## config.mk

```make
export PLATFORM = sky130hd
export DESIGN_NAME = mii_transmit_side_port
export DESIGN_NICKNAME = d
export VERILOG_FILES = /design/src/design/mii_tx_pkg.sv /design/src/design/mii_sync_if.sv /design/src/design/input_synchroniser.sv /design/src/design/mii_transmit_side_port.sv
export SDC_FILE = /design/constraint.sdc
export NUM_CORES = 1
export LEC_CHECK = 0
export BUFFER_PORTS_ARGS = -buffer_cell sky130_fd_sc_hd__buf_2
export CELL_PAD_IN_SITES_DETAIL_PLACEMENT = 0
export CELL_PAD_IN_SITES_GLOBAL_PLACEMENT = 2
export CORE_MARGIN = 2
export CORE_UTILIZATION = 33
export CTS_CLUSTER_SIZE = 16
export DETAILED_ROUTE_END_ITERATION = 16
export PLACE_DENSITY_LB_ADDON = 0.1
export SLEW_MARGIN = 20
export SYNTH_ARGS = -nofsm -noshare
export SYNTH_HDL_FRONTEND = slang
export SYNTH_HIERARCHICAL = 1
export SYNTH_SLANG_ARGS = --single-unit
```

## constraint.sdc

```tcl
create_clock -name clk -period 1.6 [get_ports clk]
set_clock_uncertainty 0.05 [all_clocks]
set_input_delay 0.08 -clock clk [delete_from_list [all_inputs] [get_ports clk]]
set_output_delay 0.08 -clock clk [all_outputs]
set_load 0.01 [all_outputs]
```

## src/design/mii_tx_pkg.sv

```systemverilog
/*
  shared constants for the mii transmit port: strap codes, settle counts, clock figures.
  assumes nothing beyond a single 50 MHz system clock.
*/
`default_nettype none
package mii_tx_pkg;
  // strap codes that select the external phy
  localparam logic [3:0] STRAP_EXT_PHY_A = 4'h1;
  localparam logic [3:0] STRAP_EXT_PHY_B = 4'h2;
  localparam int STRAP_BITS = 4;
  // cycles after reset release before the strap is caught; covers the two sync stages
  localparam logic [1:0] STRAP_SETTLE = 2'h3;
  localparam logic [1:0] SETTLE_RESET = 2'h0;
  localparam int CLK_PERIOD_NS = 20;
  localparam int TXC_MIN_PERIOD_NS = 40;
  // fastest link clock in system clocks, rounded down; edge finding needs at least two
  localparam int TXC_MIN_CYCLES = TXC_MIN_PERIOD_NS / CLK_PERIOD_NS;
  localparam int SYNC_WIDTH = 8;
  localparam logic [3:0] NIBBLE_IDLE = 4'h0;
  localparam logic [7:0] COUNT_RESET = 8'h00;
endpackage
`default_nettype wire

```

## src/design/mii_sync_if.sv

```systemverilog
/*
  carrier for the synchronised phy inputs between the synchroniser and the port logic.
  assumes both ends run on the system clock.
*/
`default_nettype none
interface mii_sync_if;
  logic tx_clock;
  logic carrier;
  logic collision;
  logic duplex_n;
  logic [mii_tx_pkg::STRAP_BITS-1:0] strap;
  modport source(output tx_clock, output carrier, output collision, output duplex_n, output strap);
  modport sink(input tx_clock, input carrier, input collision, input duplex_n, input strap);
endinterface
`default_nettype wire

```

## src/design/input_synchroniser.sv

```systemverilog
/*
  two flip-flop synchroniser for every phy pin and strap that enters the clk domain.
  assumes the inputs are asynchronous levels; only the second stage leaves this module.
*/
`default_nettype none
module input_synchroniser (
  input wire logic clk,
  input wire logic rst_n,
  input wire logic tx_clock_raw,
  input wire logic carrier_raw,
  input wire logic collision_raw,
  input wire logic duplex_n_raw,
  input wire logic [mii_tx_pkg::STRAP_BITS-1:0] strap_raw,
  mii_sync_if.source s
);
  logic [mii_tx_pkg::SYNC_WIDTH-1:0] stage1;
  logic [mii_tx_pkg::SYNC_WIDTH-1:0] stage2;
  logic [mii_tx_pkg::SYNC_WIDTH-1:0] raw;

  assign raw = {strap_raw, duplex_n_raw, collision_raw, carrier_raw, tx_clock_raw};

  always_ff @(posedge clk) begin
    if (!rst_n) begin
      stage1 <= '0;
      stage2 <= '0;
    end else begin
      stage1 <= raw;
      stage2 <= stage1;
    end
  end

  assign s.tx_clock = stage2[0];
  assign s.carrier = stage2[1];
  assign s.collision = stage2[2];
  assign s.duplex_n = stage2[3];
  assign s.strap = stage2[7:4];
endmodule // input_synchroniser
`default_nettype wire

```

## src/design/mii_transmit_side_port.sv

```systemverilog
/*
  mii transmit port toward an external phy: byte stream in, nibbles out on the phy transmit clock.
  assumes the phy transmit clock is sampled by clk and is at most half the clk rate.
*/
// What this block does
// - the mii port is enabled only when the strap holds one of the two external phy codes.
// - the transmit enable rises in the same link cycle as the first nibble of a frame.
// - the transmit enable falls once the last nibble has been clocked out.
// - data leaves four bits at a time, updated only on rising edges of the phy transmit clock.
// - bit 3 of each nibble is the most significant, bit 0 the least.
// - the phy transmit clock times the data and also paces the network core logic.
// - collision is synchronised first and acted on only in half duplex.
// - the active low duplex input selects full duplex when low and half duplex when high.
`default_nettype none
module mii_transmit_side_port (
  input wire logic clk,
  input wire logic rst_n,
  input wire logic mii_tx_clock_in,
  input wire logic mii_carrier_in,
  input wire logic mii_collision_in,
  input wire logic duplex_select_n,
  input wire logic [3:0] phy_select_strap,
  input wire logic [7:0] tx_data,
  input wire logic tx_last,
  input wire logic tx_valid,
  output logic tx_ready,
  output logic tx_abort,
  output logic network_core_clock_en,
  output logic mii_port_enabled,
  output logic full_duplex,
  output logic mii_transmit_valid,
  output logic mii_tx_nibble_msb,
  output logic [2:0] mii_tx_nibble_low
);
  typedef enum logic [1:0] {st_idle, st_high, st_low, st_stop} tx_state_e;

  mii_sync_if sync_bus ();

  input_synchroniser u_sync (
    .clk(clk),
    .rst_n(rst_n),
    .tx_clock_raw(mii_tx_clock_in),
    .carrier_raw(mii_carrier_in),
    .collision_raw(mii_collision_in),
    .duplex_n_raw(duplex_select_n),
    .strap_raw(phy_select_strap),
    .s(sync_bus)
  );

  tx_state_e state;
  tx_state_e next_state;
  logic tx_clock_prev;
  logic core_tick;
  logic [1:0] settle;
  logic strap_taken;
  logic [3:0] strap_q;
  logic [3:0] txd;
  logic [7:0] byte_q;
  logic byte_full;
  logic byte_last;
  logic half_duplex;
  logic strap_is_ext;
  logic defer;
  logic col_abort;
  logic accept;
  logic consume;
  logic [7:0] nib_count;

  assign core_tick = sync_bus.tx_clock && !tx_clock_prev;
  assign network_core_clock_en = core_tick;
  assign strap_is_ext = (sync_bus.strap == mii_tx_pkg::STRAP_EXT_PHY_A) ||
                        (sync_bus.strap == mii_tx_pkg::STRAP_EXT_PHY_B);
  assign half_duplex = sync_bus.duplex_n;
  assign full_duplex = !sync_bus.duplex_n;
  assign defer = half_duplex && sync_bus.carrier;
  assign col_abort = core_tick && half_duplex && sync_bus.collision && (state != st_idle);
  assign tx_ready = mii_port_enabled && !byte_full;
  assign accept = tx_ready && tx_valid;
  assign consume = core_tick && !col_abort && (state == st_high);
  assign mii_tx_nibble_msb = txd[3];
  assign mii_tx_nibble_low = txd[2:0];

  always_ff @(posedge clk) begin
    if (!rst_n) begin
      tx_clock_prev <= 1'b0;
    end else begin
      tx_clock_prev <= sync_bus.tx_clock;
    end
  end

  // strap caught after the sync stages settle
  always_ff @(posedge clk) begin
    if (!rst_n) begin
      settle <= mii_tx_pkg::SETTLE_RESET;
      strap_taken <= 1'b0;
      mii_port_enabled <= 1'b0;
      strap_q <= mii_tx_pkg::NIBBLE_IDLE;
    end else if (!strap_taken) begin
      settle <= settle + 2'h1;
      if (settle == mii_tx_pkg::STRAP_SETTLE) begin
        strap_taken <= 1'b1;
        mii_port_enabled <= strap_is_ext;
        strap_q <= sync_bus.strap;
      end
    end
  end

  // holding byte; a fresh accept wins over the consume of the old byte
  always_ff @(posedge clk) begin
    if (!rst_n) begin
      byte_q <= 8'h00;
      byte_last <= 1'b0;
      byte_full <= 1'b0;
    end else if (accept) begin
      byte_q <= tx_data;
      byte_last <= tx_last;
      byte_full <= 1'b1;
    end else if (consume || col_abort) begin
      byte_full <= 1'b0;
    end
  end

  always_comb begin
    next_state = state;
    case (state)
      st_idle: begin
        if (byte_full && !defer) begin
          next_state = st_high;
        end
      end
      st_high: begin
        next_state = byte_last ? st_stop : st_low;
      end
      st_low: begin
        next_state = byte_full ? st_high : st_idle;
      end
      st_stop: begin
        next_state = st_idle;
      end
      default: begin
        next_state = st_idle;
      end
    endcase
    if (col_abort) begin
      next_state = st_idle;
    end
  end

  always_ff @(posedge clk) begin
    if (!rst_n || !mii_port_enabled) begin
      state <= st_idle;
      txd <= mii_tx_pkg::NIBBLE_IDLE;
      mii_transmit_valid <= 1'b0;
      tx_abort <= 1'b0;
    end else begin
      tx_abort <= col_abort;
      // nibble updates only on link clock edges
      if (core_tick) begin
        state <= next_state;
        // low nibble first, bit 3 msb
        if (next_state == st_high) begin
          txd <= byte_q[3:0];
          mii_transmit_valid <= 1'b1;
        end else if (next_state == st_low || next_state == st_stop) begin
          txd <= byte_q[7:4];
          mii_transmit_valid <= 1'b1;
        end else begin
          txd <= mii_tx_pkg::NIBBLE_IDLE;
          mii_transmit_valid <= 1'b0;
        end
      end
    end
  end

  // nibble count of the running frame, read only by checks
  always_ff @(posedge clk) begin
    if (!rst_n || !mii_transmit_valid) begin
      nib_count <= mii_tx_pkg::COUNT_RESET;
    end else if (core_tick) begin
      nib_count <= nib_count + 8'h01;
    end
  end

  a_quiet_when_off: assert property (@(posedge clk) disable iff (!rst_n)
    !mii_port_enabled |-> !mii_transmit_valid && txd == mii_tx_pkg::NIBBLE_IDLE)
    else $error("outputs active while port disabled");

  a_strap_code_ok: assert property (@(posedge clk) disable iff (!rst_n)
    mii_port_enabled |-> (strap_q == mii_tx_pkg::STRAP_EXT_PHY_A || strap_q == mii_tx_pkg::STRAP_EXT_PHY_B))
    else $error("port enabled by a non external strap");

  a_start_on_tick: assert property (@(posedge clk) disable iff (!rst_n)
    $rose(mii_transmit_valid) |-> $past(core_tick) && txd == $past(byte_q[3:0]))
    else $error("enable rose without first nibble on a link edge");

  a_whole_bytes: assert property (@(posedge clk) disable iff (!rst_n)
    $fell(mii_transmit_valid) && !tx_abort && mii_port_enabled |-> nib_count[0] == 1'b0)
    else $error("frame ended on an odd nibble");

  a_data_held: assert property (@(posedge clk) disable iff (!rst_n)
    !core_tick && mii_port_enabled |=> $stable(txd) && $stable(mii_transmit_valid))
    else $error("nibble changed between link edges");

  a_high_nibble: assert property (@(posedge clk) disable iff (!rst_n)
    core_tick && state == st_high && !col_abort && mii_port_enabled |=> txd == $past(byte_q[7:4]))
    else $error("second nibble is not the high half");

  a_col_halfdup: assert property (@(posedge clk) disable iff (!rst_n)
    tx_abort |-> $past(half_duplex) && $past(sync_bus.collision) && !mii_transmit_valid)
    else $error("abort without half duplex collision");

  a_defer_carrier: assert property (@(posedge clk) disable iff (!rst_n)
    $rose(mii_transmit_valid) |-> !$past(defer))
    else $error("frame started on busy medium");

  a_tick_pulse: assert property (@(posedge clk) disable iff (!rst_n)
    network_core_clock_en |=> !network_core_clock_en)
    else $error("core enable longer than one cycle");
endmodule // mii_transmit_side_port
`default_nettype wire

```

==> results of run 1 <==
[report_power, final]
part           total (W)  switching (W)  internal [W]
registers        0.00103      0.0000188       0.00101
clock network   0.000620       0.000314      0.000306
logic           0.000131      0.0000531     0.0000780
total            0.00178       0.000386       0.00139
[layout make-up]
cell class                 count  area, µm²
sequential                    39        781
tap                           52       65.1
timing repair buffer          44        278
fill                         451       2460
multi-input combinational     94        618
inverter                       3       11.3
clock inverter                 1       5.00
clock buffer                   7       76.3
[metal layers]
layer  part of all wire [%]  global-route usage (%)
met5                      0                       0
met4                   0.60                    4.49
met1                     44                    15.4
met3                    5.3                    4.91
met2                     50                    21.6
[sequential cells by signal, summed over array words and instances (netlist names), 2 cells and up]
signal / count
byte_q: 8
settle: 2
state: 2
txd: 4
u_sync/stage1: 8
u_sync/stage2: 8
[cell usage in the layout (no fill, tap or decap), drive strengths merged, types with 2 or more instances in the layout]
| cell type | Yosys | layout |
|---|---|---|
| dfxtp | 39 | 39 |
| buf | 3 | 36 |
| nand2 | 18 | 18 |
| and2 | 18 | 18 |
| a21boi | 10 | 10 |
| nand3 | 9 | 9 |
| dlygate4sd3 | 0 | 8 |
| o21ai | 7 | 7 |
| clkbuf | 3 | 7 |
| nor2 | 4 | 4 |
| a22oi | 4 | 4 |
| inv | 3 | 3 |
| nor2b | 3 | 3 |
| nand2b | 2 | 2 |
| a21oi | 2 | 2 |
| mux2 | 2 | 2 |
[how the worst min path moves through the flow]
| stage | start | cells after the start | end |
|---|---|---|---|
| after floorplan | mii_carrier_in | 1 | u_sync/stage1[1] |
| after global placement | phy_select_strap[0] | 2 | u_sync/stage1[4] |
| after detailed placement | duplex_select_n | 2 | u_sync/stage1[3] |
| after CTS | tx_data[6] | 3 | byte_q[6] |
| after global routing | tx_data[6] | 3 | byte_q[6] |
| final | tx_data[1] | 3 | byte_q[1] |
[stage by stage]
step                      setup WS (ns)  total power, W  std cells  cell area (µm²)  hold slack (ns)
final                             0.202         0.00178        240             1830          0.00765
after global routing             0.0722         0.00188        240             1830          0.00659
after CTS                         0.191         0.00181        240             1830         0.000747
after detailed placement          0.216         0.00117        224             1670            0.240
after global placement            0.253         0.00116        224             1670            0.236
after floorplan                   0.220         0.00112        142             1450            0.157
[worst reg2reg max path, delay by kind of cell (launching register included)]
kind            cells  cell delay (ns)
compound gates      2             0.50
flops               1             0.36
mux                 1             0.32
simple gates        1             0.10
[logic make-up after synthesis]
family | after synthesis | share of synthesized area (%)
adder cells (fa/ha/maj) | 1 | 0.864
flip-flops | 39 | 53.9
multiplexers | 3 | 2.51
AO/OA/AOI/OAI | 30 | 15.8
buffers and inverters | 9 | 3.37
AND/OR/NAND/NOR | 58 | 22.3
XOR/XNOR | 2 | 1.21
==> key figures, run 1 <==
Timing
  – Period utilization: between 80% and 90%
  – Slew of the pin with the lowest slew margin: 0.347 ns
  – Final hold viol count: 0
  – Max_slew headroom: between 70% and 80%
  – Max-slew violations: 0
  – RSZ-0062 raised after global routing: no
  – # setup viols final: 0
  – Min cycle time layout: ~1.4 ns
  – Max Fclk: just over 0.7 GHz
  – Setup_tns: 0 ns

Power
  – P per Cell Area: 968 nW/µm²
  – Max VDD drop: roughly 560 µV
  – Leak: roughly 0.72 nW

Critical path
  – Kind of critical path: reg -> reg
  – Worst Path Buf+Inv: 0
  – Crit path arrival time: 1.56 ns
  – R2R Setup Slk: between 0.2 and 0.25 ns
  – Crit path largest cell delay: 0.42 ns
  – Worst flop-to-flop path endpoint: txd[2]
  – Worst path depth: 4
  – Worst r2r path cells: 4
  – Crit-path leading delay family: compound AO/OA/AOI/OAI gates
  – Sequence of cells on the critical path: mux2_4 -> a2111oi_4 -> nand2_1 -> o21ai_0
  – Critical Path Source: state[1]
  – FF-to-FF Start: state[1]
  – CP endpoint: txd[2]
  – Critical Path Sink Type: register
  – Data required, critical path: 1.76 ns
  – Critical Path Start Type: register
  – Slowest-stage cell, CP: a2111oi_4
  – Worst-path maximum fanout: 4

Yosys
  – Post-Syn Area: between 1000 and 1500 µm²
  – Yosys Warn Count: 6
  – Synth Area per Inst: approximately 10 µm²
  – Main synth FF type: dfxtp_1
  – Syn_nets: ~160
  – Async SR Flop Fraction: 0%
  – Cell taking the most area after synthesis: dfxtp_1
  – Mapped Cells: 142
  – Synthesis-stage register bit count: 39
  – Synth area leaders: dfxtp_1, and2_2, a21boi_0
  – Post-synth cell types: 34
  – Most frequent cell after synthesis: dfxtp_1
  – Proportion of netlist area held by the largest area contributor: between 50% and 60%
  – Synth top cells by count: dfxtp_1, nand2_1, and2_2
  – EDFF count, synth: 0
  – Seq/Total Area, Yosys: a little over half

Floorplan
  – Die Y: 70.2 µm
  – Starting Density: approximately 34%
  – FP Rows: 24
  – IO Count: 30
  – Die X: around 70 µm
  – Die ar.: 4930 µm²
  – Core box area: approximately 4300 µm²

Clock network
  – Hold Buf Count CTS: 8
  – Post-CTS Setup Bufs: 0
  – Worst skew pair latency: about 0.28 ns
  – Clock Root Buffer: clkbuf_8
  – CTS Buf Count: 5
  – Htree depth: 2
  – Reg clk slew, reported paths: 0.07 ns
  – Clk sink count: 39
  – Clock Tree Buf Depth: 2
  – CTS tree: yes
  – Post-CTS resize count: 0

Route
  – Via/cell ratio: around 4.6
  – TritonRoute pass-1 iters: 4
  – Drc violations: 0
  – Via count: ~1100
  – Routed length per instance: approximately 12 µm
  – Post-Route WL: 2810 µm
  – Initial DRC Count: 42
  – Antenna viol nets, final: 0

Finish
  – Layout area overhead: 26.7%
  – Final Core Density: 42.7%
  – Final net count: roughly 210
  – Share of layout cells above drive strength 1: 32.4%
  – Ant. Diodes: 0

Hold path
  – Worst hold path class: in -> reg

Global routing
  – Largest net degree at the start of global routing: 32
  – Grt ovf: 0
  – Initial antenna violation count: 0
  – Vias in the first global route: 1161
  – First-pass GRT wire length: roughly 5100 µm
  – Tot GR Track Use: about an eighth

Run status
  – Status: finished clean

Place
  – Port Buf Inserts: 29
  – Post-DP HPWL: ~2000 µm
  – GP Congestion: about 0.76

Job
  – Max cap viols: 0
Note: power is estimated with default switching activity, not from simulation.
==> run 2: changes to the inputs <==
--- a/config.mk
+++ b/config.mk
@@ -13,6 +13,7 @@
 export CTS_CLUSTER_SIZE = 16
 export DETAILED_ROUTE_END_ITERATION = 16
 export PLACE_DENSITY_LB_ADDON = 0.1
+export RECOVER_POWER = 100
 export SLEW_MARGIN = 20
 export SYNTH_ARGS = -nofsm -noshare
 export SYNTH_HDL_FRONTEND = slang
==> key figures, run 2 (synthesis results as in run 1) <==
Run status
  – Status: finished clean

Clock network
  – Worst skew pair latency: around 0.28 ns
  – Clock Root Buffer: clkbuf_8
  – Clock Tree Buf Depth: 2
  – CTS tree: yes
  – Htree depth: 2
  – Reg clk slew, reported paths: 0.07 ns
  – CTS Buf Count: 5
  – Clk sink count: 39

Finish
  – Final net count: between 200 and 250
  – Fillers: between 400 and 500
  – Biggest regs: byte_q: 8 flops, u_sync/stage1: 8 flops, u_sync/stage2: 8 flops
  – Layout area overhead: 25.4%
  – Share of layout cells above drive strength 1: 27.7%
  – Most common cell after layout, fill and taps aside: dfxtp_1
  – Commonest non-fill, non-tap cells in the layout: dfxtp_1, buf_2, nand2_1, and2_2, clkbuf_1
  – Final Instance Count excl. Fillers: 240
  – Ant. Diodes: 0

Critical path
  – Worst path depth: 5
  – Sequence of cells on the critical path: clkbuf_2 -> and2b_2 -> o21ai_0 -> a31oi_1 -> a221oi_1
  – Worst r2r path cells: 5
  – R2R Setup Slk: roughly 0.17 ns
  – Worst-path maximum fanout: 7
  – Data required, critical path: 1.74 ns
  – Slowest-stage cell, CP: dfxtp_1
  – Critical Path Sink Type: register
  – Crit-path leading delay family: compound AO/OA/AOI/OAI gates
  – Crit path largest cell delay: about 0.35 ns
  – Worst Path Buf+Inv: 1
  – Kind of critical path: reg -> reg
  – Critical Path Start Type: register
  – Crit path arrival time: around 1.6 ns

Floorplan
  – Die Y: 70.2 µm
  – Core box area: between 4000 and 5000 µm²
  – Die X: 70.2 µm
  – FP Rows: 24
  – Die ar.: about 4900 µm²
  – IO Count: 30
  – Starting Density: between 30% and 40%

Place
  – Port Buf Inserts: 29
  – GP Congestion: approximately 0.76
  – DP Cell Count: between 200 and 250
  – Dpl ws: 0.216 ns
  – Post-DP HPWL: 1990 µm

Route
  – Initial DRC Count: 44
  – Drc violations: 0
  – Via/cell ratio: approximately 4.7
  – Post-Route WL: about 2900 µm
  – Via count: 1119
  – Routed length per instance: roughly 12 µm
  – Antenna viol nets, final: 0
  – TritonRoute pass-1 iters: 4

Power
  – Max VDD drop: ~560 µV
  – P per Cell Area: slightly below 1000 nW/µm²
  – Leak: ~0.68 nW

Timing
  – Fin worst setup slack: about 0.17 ns
  – Max Fclk: ~0.7 GHz
  – Max-slew violations: 0
  – Min cycle time layout: between 1 and 1.5 ns
  – Max_slew headroom: between 70% and 80%
  – Final hold viol count: 0
  – Period utilization: between 80% and 90%
  – Slew of the pin with the lowest slew margin: ~0.35 ns
  – # setup viols final: 0
  – Hold_ws: between 0.009 and 0.01 ns
  – RSZ-0062 raised after global routing: no
  – Setup_tns: 0 ns

Hold path
  – Hold path cells: 3
  – Worst hold path class: in -> reg

Global routing
  – Largest net degree at the start of global routing: 32
  – First-pass GRT wire length: around 5000 µm
  – Vias in the first global route: 1161
  – Initial antenna violation count: 0
  – Grt ovf: 0
  – Tot GR Track Use: 13.0%

Job
  – Max cap viols: 0
run 2: cell types whose count changed in the layout (fill, tap and decap cells not counted):
| cell | change |
|---|---|
| clkbuf_1 | +9 |
| o21ai_1 | -1 |
| buf_2 | -9 |
| and2_0 | +4 |
| o21ai_0 | +1 |
| buf_4 | -3 |
| clkbuf_2 | +3 |
| and2_1 | -4 |
run 2: cell type report:
class                      count  area, µm²  area share [%]
clock buffer                   7       76.3            4.20
clock inverter                 1       5.00           0.276
inverter                       3       11.3           0.620
sequential                    39        781            43.0
multi-input combinational     94        618            34.0
tap                           52       65.1            3.58
timing repair buffer          44        259            14.3
run 2: per-stage QoR:
step	area [µm²]	utilization, %	total power [W]
final	1820	42.3	0.00177
after floorplan	1450	-	0.00112
after CTS	1830	42.7	0.00181
after detailed placement	1670	39.0	0.00117
after global placement	1670	39.0	0.00116
after global routing	1820	42.3	0.00187
run 2: worst reg2reg max path: stages (launching register included):
cell and delay, ns:
dfxtp_1 0.35, clkbuf_2 0.20, and2b_2 0.23, o21ai_0 0.14, a31oi_1 0.12, a221oi_1 0.24
run 2: worst paths after layout:
check                                        end              from
worst min register to register  u_sync/stage2[3]  u_sync/stage1[3]
worst max register to register          state[0]          state[1]
worst min-delay path                   byte_q[1]        tx_data[1]
worst max-delay path                    state[0]          state[1]
run 2: power by group:
part	internal, W	switching (W)	total [W]
sequential	0.00101	0.0000191	0.00103
clock	0.000306	0.000311	0.000617
combinational	0.0000757	0.0000538	0.000130
total	0.00139	0.000384	0.00177
run 2: layer usage:
metal	share of wire, %	global-route usage, %	vias to the layer above
li1	-	-	573
met1	44	15.4	513
met2	50	21.6	31
met3	5.9	4.91	2
met4	0.60	4.49	0
met5	0	0	-
run 2: timing repair:
item                      in CTS  in global routing
hold buffers                   8                  0
hold endpoints to repair       8                  0
gates resized for setup        0                  0
setup buffers                  0                  0
==> run 3: changes to the inputs <==
--- a/config.mk
+++ b/config.mk
@@ -10,8 +10,10 @@
 export CELL_PAD_IN_SITES_GLOBAL_PLACEMENT = 2
 export CORE_MARGIN = 2
 export CORE_UTILIZATION = 33
+export CTS_BUF_LIST = sky130_fd_sc_hd__clkbuf_16
 export CTS_CLUSTER_SIZE = 16
 export DETAILED_ROUTE_END_ITERATION = 16
+export GPL_TIMING_DRIVEN = 0
 export PLACE_DENSITY_LB_ADDON = 0.1
 export RECOVER_POWER = 100
 export SLEW_MARGIN = 20
==> key figures, run 3 (synthesis results as in run 1) <==
Floorplan
  – Starting Density: 33.7%
  – Die Y: 70.2 µm
  – FP Rows: 24
  – IO Count: 30
  – Die X: ~70 µm
  – Core box area: between 4000 and 5000 µm²
  – Die ar.: around 5000 µm²

Finish
  – Final net count: 206
  – Share of layout cells above drive strength 1: roughly a quarter
  – Fillers: roughly 410
  – Ant. Diodes: 0
  – Biggest regs: byte_q: 8 flops, u_sync/stage1: 8 flops, u_sync/stage2: 8 flops
  – Commonest non-fill, non-tap cells in the layout: dfxtp_1, buf_2, nand2_1, and2_2, clkbuf_1
  – Most common cell after layout, fill and taps aside: dfxtp_1
  – Layout area overhead: 29.2%

Route
  – TritonRoute pass-1 iters: 4
  – Routed length per instance: around 11 µm
  – Drc violations: 0
  – Via/cell ratio: between 4 and 5
  – Antenna viol nets, final: 0
  – Via count: ~1100
  – Initial DRC Count: between 40 and 50
  – Post-Route WL: approximately 2700 µm

Clock network
  – Reg clk slew, reported paths: around 0.06 ns
  – CTS Buf Count: 5
  – Clock Root Buffer: clkbuf_16
  – CTS tree: yes
  – Htree depth: 2
  – Clk sink count: 39
  – Worst skew pair latency: 0.27 ns
  – Clock Tree Buf Depth: 2

Timing
  – RSZ-0062 raised after global routing: no
  – Max Fclk: approximately 0.67 GHz
  – Max-slew violations: 0
  – Max_slew headroom: 70.1%
  – Slew of the pin with the lowest slew margin: 0.447 ns
  – Hold_ws: approximately 0.011 ns
  – Final hold viol count: 0
  – Period utilization: a little over nine tenths
  – # setup viols final: 0
  – Min cycle time layout: ~1.5 ns
  – Setup_tns: 0 ns

Critical path
  – Critical Path Source: state[1]
  – Kind of critical path: reg -> reg
  – Critical Path Start Type: register
  – CP endpoint: txd[2]
  – Worst-path maximum fanout: 8
  – Critical Path Sink Type: register
  – Data required, critical path: ~1.8 ns
  – Worst flop-to-flop path endpoint: txd[2]
  – Crit path arrival time: 1.65 ns
  – FF-to-FF Start: state[1]
  – R2R Setup Slk: about 0.097 ns
  – Worst r2r path cells: 5

Hold path
  – Worst hold path class: in -> reg

Global routing
  – Vias in the first global route: 1029
  – Initial antenna violation count: 0
  – Grt ovf: 0
  – First-pass GRT wire length: just under 5000 µm
  – Tot GR Track Use: 12.5%
  – Largest net degree at the start of global routing: 15

Job
  – Max cap viols: 0

Power
  – Leak: a little over 0.7 nW
  – Max VDD drop: 584 µV
  – P per Cell Area: approximately 1100 nW/µm²

Place
  – Port Buf Inserts: 28
  – GP Congestion: about 0.75
  – Post-DP HPWL: between 1500 and 2000 µm

Run status
  – Status: finished clean
## run 3: cell types whose count changed in the layout (fill, tap and decap cells not counted), sizes merged
cell    previous run  this run
buf               24        21
clkbuf            19        18
inv                3         5
## run 3: worst min-delay path by stage
stage | startpoint | to | slack (ns) | cells past startpoint
after detailed placement | phy_select_strap[0] | u_sync/stage1[4] | 0.24 | 2
final | tx_data[1] | byte_q[1] | 0.01 | 3
after floorplan | mii_carrier_in | u_sync/stage1[1] | 0.16 | 1
after CTS | tx_data[6] | byte_q[6] | 0.01 | 3
after global routing | tx_data[1] | byte_q[1] | 0.03 | 3
after global placement | phy_select_strap[0] | u_sync/stage1[4] | 0.23 | 2
## run 3: cell type report
class | instances | area, µm² | area share (%)
Sequential cell | 39 | 781 | 41.7
Multi-Input combinational cell | 94 | 627 | 33.5
Timing Repair Buffer | 36 | 209 | 11.2
Clock buffer | 5 | 125 | 6.69
Tap cell | 52 | 65.1 | 3.48
Buffer | 6 | 40.0 | 2.14
Clock inverter | 3 | 12.5 | 0.669
Inverter | 3 | 11.3 | 0.602
## run 3: what timing repair did
item | 4_1_cts | 5_1_grt
endpoints found under the hold margin | 8 | 0
hold buffers | 8 | 0
pin swaps | 0 | 1
setup buffers | 0 | 0
endpoints found under the setup margin | 1 | 5
cloned | 0 | 0
gates resized for setup | 1 | 2
## run 3: report_power, final
| group | leakage (nW) | switching (W) | internal, W |
|---|---|---|---|
| combinational | 0.317 | 0.0000535 | 0.0000758 |
| sequential | 0.318 | 0.0000189 | 0.00101 |
| clock | 0.0762 | 0.000357 | 0.000562 |
| total | 0.712 | 0.000429 | 0.00165 |
## run 3: stage by stage
stage / std cells / utilization, % / total power, W / instance area, µm² / worst slack, ns
after floorplan: 142 / - / 0.00112 / 1450 / 0.220
after global placement: 222 / 38.5 / 0.00116 / 1650 / 0.0407
after detailed placement: 222 / 38.5 / 0.00117 / 1650 / 0.0388
after CTS: 238 / 43.6 / 0.00210 / 1870 / 0.0227
after global routing: 238 / 43.6 / 0.00217 / 1870 / 0.00290
final: 238 / 43.6 / 0.00208 / 1870 / 0.0967
## run 3: critical path, stage by stage, from the launching register on
cell       delay (ns)
dfxtp_1          0.32
buf_6            0.14
mux2_4           0.31
a2111oi_4        0.42
nand2_1          0.10
o21ai_0          0.08
## run 3: routing by layer
layer  vias to the layer above  routed length [µm]  track usage (%)
met5                         -                   0                0
met4                         0                  59             7.05
met3                         8                  99             3.75
met2                        21                1230             19.1
met1                       472                1350             15.8
li1                        571                   -                -
